==> src/pkg/rpt_pkg.sv <==
package rpt_pkg;

   // ----------------------------------------
   // Register indices and byte addresses
   // ----------------------------------------
   // Indices are word numbers; the bus sees four times the index
   localparam logic [5:0] IDX_STATUS      = 6'h02;
   localparam logic [5:0] IDX_SYS_CTRL    = 6'h11;
   localparam logic [5:0] IDX_PLL_CFG1    = 6'h17;
   localparam logic [5:0] IDX_PLL_CFG2    = 6'h18;
   localparam logic [5:0] IDX_CLK_CFG     = 6'h1A;
   localparam logic [5:0] IDX_BIOZ_CFG    = 6'h20;
   localparam logic [7:0] ADDR_STATUS     = {IDX_STATUS, 2'b00};
   localparam logic [7:0] ADDR_SYS_CTRL   = {IDX_SYS_CTRL, 2'b00};
   localparam logic [7:0] ADDR_PLL_CFG1   = {IDX_PLL_CFG1, 2'b00};
   localparam logic [7:0] ADDR_PLL_CFG2   = {IDX_PLL_CFG2, 2'b00};
   localparam logic [7:0] ADDR_CLK_CFG    = {IDX_CLK_CFG, 2'b00};
   localparam logic [7:0] ADDR_BIOZ_CFG   = {IDX_BIOZ_CFG, 2'b00};

   // ----------------------------------------
   // Field positions
   // ----------------------------------------
   localparam int STAT_FLOCK_BIT   = 3;
   localparam int STAT_PLOCK_BIT   = 2;
   localparam int SYS_SHUTDOWN_BIT = 1;
   localparam int SYS_RESET_BIT    = 0;
   localparam int PLL_EN_BIT       = 0;
   localparam int PLL_DIV_HI_MSB   = 7;
   localparam int PLL_DIV_HI_LSB   = 6;
   localparam int CLK_REFSEL_BIT   = 6;
   localparam int CLK_FREQSEL_BIT  = 5;
   localparam int CLK_TRIM_MSB     = 4;
   localparam int BIOZ_REF_BIT     = 2;
   localparam int BIOZ_Q_BIT       = 1;
   localparam int BIOZ_I_BIT       = 0;

   // ----------------------------------------
   // Reset values
   // ----------------------------------------
   localparam logic [7:0] RST_SYS_CTRL = 8'h00;
   localparam logic [7:0] RST_PLL_CFG1 = 8'h00;
   localparam logic [7:0] RST_PLL_CFG2 = 8'h00;
   localparam logic [7:0] RST_CLK_CFG  = 8'h00;
   localparam logic [7:0] RST_BIOZ_CFG = 8'h00;

   // ----------------------------------------
   // AXI responses
   // ----------------------------------------
   localparam logic [1:0] RESP_OKAY   = 2'h0;
   localparam logic [1:0] RESP_SLVERR = 2'h2;

   // ----------------------------------------
   // Timing counts
   // ----------------------------------------
   localparam int CLOCK_HZ            = 20_000_000;
   localparam int FREQ_SETTLE_US      = 100;
   localparam int FREQ_SETTLE_CYCLES  = (CLOCK_HZ / 1_000_000) * FREQ_SETTLE_US;
   localparam int PHASE_LOCK_US       = 200;
   localparam int PHASE_LOCK_CYCLES   = (CLOCK_HZ / 1_000_000) * PHASE_LOCK_US;
   localparam int LOCK_CNT_W          = 13;

   // ----------------------------------------
   // Types
   // ----------------------------------------
   typedef enum logic [1:0] {
      RPT_PLL_OFF    = 2'b00,
      RPT_PLL_FLOCK  = 2'b01,
      RPT_PLL_PLOCK  = 2'b11
   } rpt_pll_state_type;

   typedef struct packed {
      logic       ref_external;
      logic       freq_choice;
      logic [4:0] trim;
   } rpt_clk_cfg_type;

   typedef struct packed {
      logic [7:0] addr;
      logic [31:0] data;
   } rpt_wreq_type;

endpackage : rpt_pkg

==> src/logic/rpt_timing_ctrl.sv <==
`timescale 1ns/10ps
// What this block does
// - Select bit 0: internal oscillator feeds reference
// - Select bit 1: external clock pin feeds reference
// - Two oscillators, frequency bit picks one
// - Five-bit trim field adjusts slow oscillator
// - Multiplier is ten-bit divider plus one
// - Status shows frequency lock and phase lock
// - Reset bit returns registers to defaults
module rpt_timing_ctrl
   import rpt_pkg::*;
(
   input  wire logic        clock,
   input  wire logic        rst,
   input  wire logic        external_ref_clock_in,
   input  wire logic        osc_clock_32k0,
   input  wire logic        osc_clock_32k768,
   input  wire logic [7:0]  s_axi_awaddr,
   input  wire logic        s_axi_awvalid,
   output logic             s_axi_awready,
   input  wire logic [31:0] s_axi_wdata,
   input  wire logic [3:0]  s_axi_wstrb,
   input  wire logic        s_axi_wvalid,
   output logic             s_axi_wready,
   output logic [1:0]       s_axi_bresp,
   output logic             s_axi_bvalid,
   input  wire logic        s_axi_bready,
   input  wire logic [7:0]  s_axi_araddr,
   input  wire logic        s_axi_arvalid,
   output logic             s_axi_arready,
   output logic [31:0]      s_axi_rdata,
   output logic [1:0]       s_axi_rresp,
   output logic             s_axi_rvalid,
   input  wire logic        s_axi_rready,
   output logic             pll_ref_clock,
   output logic             internal_slow_osc_clock,
   output logic [4:0]       osc_trim,
   output logic [9:0]       pll_multiplier_m,
   output logic             pll_enable,
   output logic             shutdown_request,
   output logic             measurement_reference_on,
   output logic             channel_q_on,
   output logic             channel_i_on
);

   // ----------------------------------------
   // Register state
   // ----------------------------------------
   logic [7:0]        sys_ctrl;
   logic [7:0]        pll_cfg1;
   logic [7:0]        pll_cfg2;
   rpt_clk_cfg_type   clk_cfg;
   logic [7:0]        bioz_cfg;
   logic              soft_reset;
   logic [9:0]        pll_feedback_divider;
   logic              frequency_locked_flag;
   logic              phase_locked_flag;
   rpt_pll_state_type pll_state;
   rpt_pll_state_type next_pll_state;
   logic [LOCK_CNT_W-1:0] lock_count;

   // ----------------------------------------
   // Write channel
   // ----------------------------------------
   logic         aw_held;
   logic         w_held;
   logic [7:0]   aw_addr;
   logic [31:0]  w_data;
   logic [3:0]   w_strb;
   logic         do_write;

   assign do_write = aw_held && w_held && !s_axi_bvalid;

   always_ff @(posedge clock or posedge rst) begin
      if (rst) begin
         aw_held <= 1'b0;
         aw_addr <= 8'h00;
      end else if (s_axi_awvalid && s_axi_awready) begin
         aw_held <= 1'b1;
         aw_addr <= s_axi_awaddr;
      end else if (do_write) begin
         aw_held <= 1'b0;
      end
   end

   always_ff @(posedge clock or posedge rst) begin
      if (rst) begin
         w_held <= 1'b0;
         w_data <= 32'h0000_0000;
         w_strb <= 4'h0;
      end else if (s_axi_wvalid && s_axi_wready) begin
         w_held <= 1'b1;
         w_data <= s_axi_wdata;
         w_strb <= s_axi_wstrb;
      end else if (do_write) begin
         w_held <= 1'b0;
      end
   end

   always_ff @(posedge clock or posedge rst) begin
      if (rst) begin
         s_axi_awready <= 1'b0;
         s_axi_wready  <= 1'b0;
      end else begin
         s_axi_awready <= !aw_held && !(s_axi_awvalid && s_axi_awready) && !s_axi_bvalid;
         s_axi_wready  <= !w_held && !(s_axi_wvalid && s_axi_wready) && !s_axi_bvalid;
      end
   end

   function automatic logic addr_mapped(input logic [7:0] a);
      addr_mapped = (a == ADDR_STATUS) || (a == ADDR_SYS_CTRL) || (a == ADDR_PLL_CFG1)
                 || (a == ADDR_PLL_CFG2) || (a == ADDR_CLK_CFG) || (a == ADDR_BIOZ_CFG);
   endfunction : addr_mapped

   always_ff @(posedge clock or posedge rst) begin
      if (rst) begin
         s_axi_bvalid <= 1'b0;
         s_axi_bresp  <= RESP_OKAY;
      end else if (do_write) begin
         s_axi_bvalid <= 1'b1;
         s_axi_bresp  <= addr_mapped(aw_addr) ? RESP_OKAY : RESP_SLVERR;
      end else if (s_axi_bready) begin
         s_axi_bvalid <= 1'b0;
      end
   end

   // ----------------------------------------
   // Configuration registers
   // ----------------------------------------
   // Only the low byte lane carries register data
   logic wr_low;
   assign wr_low = do_write && w_strb[0];
   assign soft_reset = wr_low && (aw_addr == ADDR_SYS_CTRL) && w_data[SYS_RESET_BIT];

   always_ff @(posedge clock or posedge rst) begin
      if (rst) begin
         sys_ctrl <= RST_SYS_CTRL;
         pll_cfg1 <= RST_PLL_CFG1;
         pll_cfg2 <= RST_PLL_CFG2;
         clk_cfg  <= rpt_clk_cfg_type'(RST_CLK_CFG[6:0]);
         bioz_cfg <= RST_BIOZ_CFG;
      end else if (soft_reset) begin
         // Every register back to default; reset bit self-clears
         sys_ctrl <= RST_SYS_CTRL;
         pll_cfg1 <= RST_PLL_CFG1;
         pll_cfg2 <= RST_PLL_CFG2;
         clk_cfg  <= rpt_clk_cfg_type'(RST_CLK_CFG[6:0]);
         bioz_cfg <= RST_BIOZ_CFG;
      end else if (wr_low) begin
         case (aw_addr)
            ADDR_SYS_CTRL: begin
               sys_ctrl <= {6'h00, w_data[SYS_SHUTDOWN_BIT], 1'b0};
            end
            ADDR_PLL_CFG1: begin
               pll_cfg1 <= w_data[7:0];
            end
            ADDR_PLL_CFG2: begin
               pll_cfg2 <= w_data[7:0];
            end
            ADDR_CLK_CFG: begin
               clk_cfg <= rpt_clk_cfg_type'(w_data[6:0]);
            end
            ADDR_BIOZ_CFG: begin
               bioz_cfg <= {5'h00, w_data[2:0]};
            end
            default: begin
            end
         endcase
      end
   end

   // Divider high bits in first register, low byte in second
   assign pll_feedback_divider = {pll_cfg1[PLL_DIV_HI_MSB:PLL_DIV_HI_LSB], pll_cfg2};

   // ----------------------------------------
   // Lock tracking
   // ----------------------------------------
   // Lock is modelled by a settle count; real lock comes from the analog loop
   always_comb begin
      next_pll_state = pll_state;
      case (pll_state)
         RPT_PLL_OFF: begin
            if (pll_cfg1[PLL_EN_BIT]) begin
               next_pll_state = RPT_PLL_FLOCK;
            end
         end
         RPT_PLL_FLOCK: begin
            if (!pll_cfg1[PLL_EN_BIT]) begin
               next_pll_state = RPT_PLL_OFF;
            end else if (lock_count == LOCK_CNT_W'(PHASE_LOCK_CYCLES - 1)) begin
               next_pll_state = RPT_PLL_PLOCK;
            end
         end
         RPT_PLL_PLOCK: begin
            if (!pll_cfg1[PLL_EN_BIT]) begin
               next_pll_state = RPT_PLL_OFF;
            end
         end
         default: begin
            next_pll_state = RPT_PLL_OFF;
         end
      endcase
   end

   always_ff @(posedge clock or posedge rst) begin
      if (rst) begin
         pll_state <= RPT_PLL_OFF;
      end else begin
         pll_state <= next_pll_state;
      end
   end

   always_ff @(posedge clock or posedge rst) begin
      if (rst) begin
         lock_count <= '0;
      end else if (pll_state != RPT_PLL_FLOCK) begin
         lock_count <= '0;
      end else if (lock_count != LOCK_CNT_W'(PHASE_LOCK_CYCLES - 1)) begin
         lock_count <= lock_count + LOCK_CNT_W'(1);
      end
   end

   always_ff @(posedge clock or posedge rst) begin
      if (rst) begin
         frequency_locked_flag <= 1'b0;
         phase_locked_flag     <= 1'b0;
      end else if (next_pll_state == RPT_PLL_OFF) begin
         frequency_locked_flag <= 1'b0;
         phase_locked_flag     <= 1'b0;
      end else begin
         frequency_locked_flag <= frequency_locked_flag
            || (lock_count >= LOCK_CNT_W'(FREQ_SETTLE_CYCLES - 1));
         phase_locked_flag     <= (next_pll_state == RPT_PLL_PLOCK);
      end
   end

   // ----------------------------------------
   // Read channel
   // ----------------------------------------
   function automatic logic [7:0] read_mux(input logic [7:0] a);
      case (a)
         ADDR_STATUS: begin
            read_mux = {4'h0, frequency_locked_flag, phase_locked_flag, 2'b00};
         end
         ADDR_SYS_CTRL: read_mux = sys_ctrl;
         ADDR_PLL_CFG1: read_mux = pll_cfg1;
         ADDR_PLL_CFG2: read_mux = pll_cfg2;
         ADDR_CLK_CFG:  read_mux = {1'b0, clk_cfg};
         ADDR_BIOZ_CFG: read_mux = bioz_cfg;
         default:       read_mux = 8'h00;
      endcase
   endfunction : read_mux

   always_ff @(posedge clock or posedge rst) begin
      if (rst) begin
         s_axi_arready <= 1'b0;
         s_axi_rvalid  <= 1'b0;
         s_axi_rdata   <= 32'h0000_0000;
         s_axi_rresp   <= RESP_OKAY;
      end else if (s_axi_arvalid && s_axi_arready) begin
         s_axi_arready <= 1'b0;
         s_axi_rvalid  <= 1'b1;
         s_axi_rdata   <= {24'h00_0000, read_mux(s_axi_araddr)};
         s_axi_rresp   <= addr_mapped(s_axi_araddr) ? RESP_OKAY : RESP_SLVERR;
      end else if (s_axi_rvalid) begin
         if (s_axi_rready) begin
            s_axi_rvalid <= 1'b0;
         end
      end else begin
         s_axi_arready <= 1'b1;
      end
   end

   // ----------------------------------------
   // Clock selection and outputs
   // ----------------------------------------
   // Clocks are sampled as data; a real part would use a glitch-free mux
   always_ff @(posedge clock or posedge rst) begin
      if (rst) begin
         internal_slow_osc_clock <= 1'b0;
         pll_ref_clock           <= 1'b0;
      end else begin
         internal_slow_osc_clock <= clk_cfg.freq_choice ? osc_clock_32k768
                                                        : osc_clock_32k0;
         pll_ref_clock <= clk_cfg.ref_external ? external_ref_clock_in
                        : (clk_cfg.freq_choice ? osc_clock_32k768 : osc_clock_32k0);
      end
   end

   always_ff @(posedge clock or posedge rst) begin
      if (rst) begin
         osc_trim                 <= 5'h00;
         pll_multiplier_m         <= 10'h001;
         pll_enable               <= 1'b0;
         shutdown_request         <= 1'b0;
         measurement_reference_on <= 1'b0;
         channel_q_on             <= 1'b0;
         channel_i_on             <= 1'b0;
      end else begin
         osc_trim                 <= clk_cfg.trim;
         pll_multiplier_m         <= pll_feedback_divider + 10'h001;
         pll_enable               <= pll_cfg1[PLL_EN_BIT];
         shutdown_request         <= sys_ctrl[SYS_SHUTDOWN_BIT];
         measurement_reference_on <= bioz_cfg[BIOZ_REF_BIT];
         channel_q_on             <= bioz_cfg[BIOZ_Q_BIT];
         channel_i_on             <= bioz_cfg[BIOZ_I_BIT];
      end
   end

endmodule : rpt_timing_ctrl

==> config.mk <==
export PLATFORM = sky130hd
export DESIGN_NAME = rpt_timing_ctrl
export DESIGN_NICKNAME = d
export VERILOG_FILES = /design/src/pkg/rpt_pkg.sv /design/src/logic/rpt_timing_ctrl.sv
export SDC_FILE = /design/constraint.sdc
export NUM_CORES = 1
export LEC_CHECK = 0
export ABC_AREA = 1
export BUFFER_PORTS_ARGS = -buffer_cell sky130_fd_sc_hd__buf_4
export CORE_MARGIN = 2
export CORE_UTILIZATION = 48
export DETAILED_ROUTE_END_ITERATION = 12
export HOLD_SLACK_MARGIN = 0.1
export MAX_ROUTING_LAYER = met4
export PLACE_DENSITY = 0.84
export SLEW_MARGIN = 0
export SYNTH_ARGS = -nofsm -noshare
export SYNTH_HDL_FRONTEND = slang
export SYNTH_SLANG_ARGS = --single-unit
==> constraint.sdc <==
create_clock -name clock -period 2.7 [get_ports clock]
set_clock_uncertainty 0.05 [all_clocks]
set_input_delay 0.27 -clock clock [delete_from_list [all_inputs] [get_ports clock]]
set_output_delay 0.27 -clock clock [all_outputs]
set_load 0.005 [all_outputs]
==> summary by stage <==
Placement
OpenSTA, run right after detailed placement, puts the worst setup slack at 0.891 ns. Once placement completed, the tool counted placed cells totaling 700. Once detailed placement completed, the half-perimeter wirelength came to 7080 um. The final weighted congestion in routability-driven placement is 0.839. The count of buffers from port buffering is 71.

Clock tree
Once the clock tree was built, the resizer swapped 0 gates to a different size. The CTS tree is yes. The clock-pin transition on the worst setup and hold timing paths is 0.09 ns. The number of buffers added to fix hold violations after cts is 19.

The number of buffers inserted during clock tree synthesis is 9. The H-tree was split into 3 levels. Post-CTS timing repair inserted 0 buffers for setup. The longest clock path from root to sink contains 2 buffers. The clock latency of the later-clocked register in the worst-skew pair is 0.37 ns. The clock tree root driver cell is clkbuf_8.

Counting every sink on the clock net gives 100.

Final layout
Once layout is complete, the utilization of the core stands at 0.592. After filler insertion, the fill cell instance count of the layout stands at 812. The number of antenna diodes in the final layout is 0. The net count of the finished layout is 661. The library cell used most frequently in the layout, excluding fill and tap cells, is dfrtp_1. Of the cells placed in the final design, the portion with a size suffix greater than 1 is 0.229. The final cell count without fillers is 735. The area growth from synthesis to layout is 21.0%.

In the layout the commonest cells are dfrtp_1, nand2_1, buf_4. The footprint of the multi-input gates is 1810 um^2. In the final layout, flip-flops and latches occupy 2500 um^2.

Floorplanning
The starting density of the core is 0.489. After floorplanning, the core was divided into 36 placement rows. The die span in x is 103 um. The die covers 10600 um^2. The I/O pin total is 125. The height of the chip is 103 um. After floorplanning, the core was sized to cover 9640 um^2.

STA
The number of hold violations in the final report is 0. Setup violations remaining at the end of the flow were counted as 0. Headroom to the max-slew limit came out at 0.375. In the finished design, the share of the clock period the worst path needs comes to 0.667. In the post-route analysis, the smallest setup slack over all paths is 0.899 ns. Setup repair after global routing left no endpoint under its margin. The total count of max-transition violations in the final report is 0. For this run, the top clock speed supported by timing is 555 MHz. In the final timing run, aggregate negative setup slack is 0 ns. The slew at the pin closest to its max-slew limit is 0.936 ns. The worst path needs 1.80 ns of the cycle, external delays included.

Status
The flow ran to the end, and the final reports show no timing, DRC or antenna violations.

Worst setup path
The critical path is of the register to register type. STA puts the critical path data required time at 2.89 ns. STA classifies the critical path startpoint as a register.

STA classifies the critical path endpoint as a register. The data arrival time at the worst-slack endpoint is 1.99 ns. In this run the worst path has a maximum fanout of 33.

Synthesis
The largest family of logic cells by synthesized area is simple AND/OR/NAND/NOR gates. The fraction of synthesized cell area in xor and xnor cells is 0.0167. The synthesized netlist occupies a cell area of 4720 um^2. The total of warnings raised by yosys is 0. The area share of and/or/nand/nor cells after synthesis is 0.242.

Of the total synthesized cell area, the portion taken by full adders, half adders and majority gates is 0.00531. Synthesis inferred 100 register bits. Dividing the synthesized area by the synthesized cell count gives 9.32 um^2. Counting distinct cell types in the post-synthesis netlist gives 35. The synthesized instance count is 506.

The register area share after synthesis is 0.531. The proportion of synthesized area in mux cells is 0.0310. The compound-cell area share of the yosys netlist came to 0.0690.

GRT
The total overflow reported by the global router is 0. The initial antenna violation count is 0. The via count of the first global-routing pass came to 3362. The first global-routing pass estimated 15700 um of wire.

The total routing resource utilization after global routing is 0.195. The maximum number of pins on one net before global-route repair is 42.

Pwr
The worst IR drop on VDD is 602 uV. The power per unit of standard cell area is 698 nW/um^2. The reported leakage power is 0.00282 uW. The total power consumption of the routed design is 3980 uW.

Detailed routing
The iteration-0 DRC count of the detailed router is 210. The total vias in the final route is 3593. In the final routed layout, each cell accounts on average for 12.8 um. The post-detailed-route DRC marker count is 0.

For this block, the routed nets add up to 9440 um of wire. Using the TritonRoute via totals, the vias-per-cell ratio works out to 4.89. The first detailed-routing pass took 5 iterations. The count of nets left with antenna violations after detail routing is 0.

Min path
The kind of path behind the tightest hold check is primary input to register.

Job
The max-capacitance violation count is 0.
## critical path, cell delays in order (launching register included)
cell	delay, ns
dfrtp_1	0.40
nor2_2	0.18
nand2_2	0.12
nor2_4	0.17
nand3_4	0.32
nand2_1	0.32
o21ai_1	0.10
## power breakdown
part,internal (uW),leakage (uW),switching [uW]
Sequential,1760,0.00133,194
Clock,665,0.000127,485
Combinational,388,0.00137,496
## cell type report
type | count | area share
Timing Repair Buffer | 92 | 0.134
Clock inverter | 4 | 0.0167
Inverter | 55 | 0.0368
Tap cell | 133 | 0.0292
Multi-Input combinational cell | 339 | 0.318
Sequential cell | 100 | 0.439
Clock buffer | 12 | 0.0272
## Yosys cell counts, drive strengths merged
cell type,n,share of area
a31oi,3,0.0040
xor2,9,0.017
mux2,13,0.031
conb,1,0.00079
dfstp,1,0.0056
a21oi,11,0.012
o211ai,3,0.0048
clkinv,1,0.00079
nor2,41,0.045
nor4,1,0.0013
nand4,6,0.0080
dfrtp,99,0.53
nand2,100,0.083
ha,2,0.0053
o22ai,1,0.0013
buf,35,0.059
inv,54,0.043
clkbuf,2,0.0016
nor3,12,0.017
and2,1,0.0013
nand3,70,0.086
o21ai,40,0.047
## through the flow
step	instance area [um^2]	hold WS [ns]
after global placement	5270	0.351
final	5710	0.102
after CTS	5710	0.101
after detailed placement	5270	0.347
after floorplan	4810	0.316
after global routing	5710	0.104
## metal layers
| metal | vias to the layer above | GRT usage | share of wire |
|---|---|---|---|
| li1 | 1783 | - | - |
| met1 | 1688 | 0.254 | 0.45 |
| met2 | 111 | 0.312 | 0.49 |
| met3 | 11 | 0.0461 | 0.051 |
| met4 | 0 | 0.0486 | 0.011 |
| met5 | - | - | 0 |
## flip-flops by register name, summed over array words and instances (netlist names), 2 cells and up
signal / cells
w_data: 8
lock_count: 13
s_axi_rdata: 8
pll_state: 2
pll_cfg1: 8
aw_addr: 8
clk_cfg: 7
pll_multiplier_m: 10
pll_cfg2: 8
bioz_cfg: 3
osc_trim: 5
## path summary, 6_finish.rpt
kind / slack [ns] / cells after the start / from / to
min in group asynchronous: 0.61 / 3 / rst / lock_count[10]$_DFFE_PP0P_
worst max-delay path: 0.90 / 6 / aw_addr[1]$_DFFE_PP0P_ / pll_cfg2[1]$_DFFE_PP0P_
worst min register to register: 0.37 / 0 / bioz_cfg[1]$_DFFE_PP0P_ / channel_q_on$_DFF_PP0_
worst max register to register: 0.90 / 6 / aw_addr[1]$_DFFE_PP0P_ / pll_cfg2[1]$_DFFE_PP0P_
worst min-delay path: 0.10 / 3 / s_axi_awaddr[3] / aw_addr[3]$_DFFE_PP0P_
max in group asynchronous: 1.31 / 4 / rst / pll_multiplier_m[0]$_DFF_PP1_
## cells by family (layout without fill, tap and decap cells)
logic type / after synthesis / after routing
compound gates: 58 / 58
xor+xnor: 9 / 9
fa+ha+maj: 2 / 2
buf+inv: 92 / 163
flops: 100 / 100
mux: 13 / 13
other cells: 1 / 26
simple gates: 231 / 231
(Power assumes the default switching activity.)
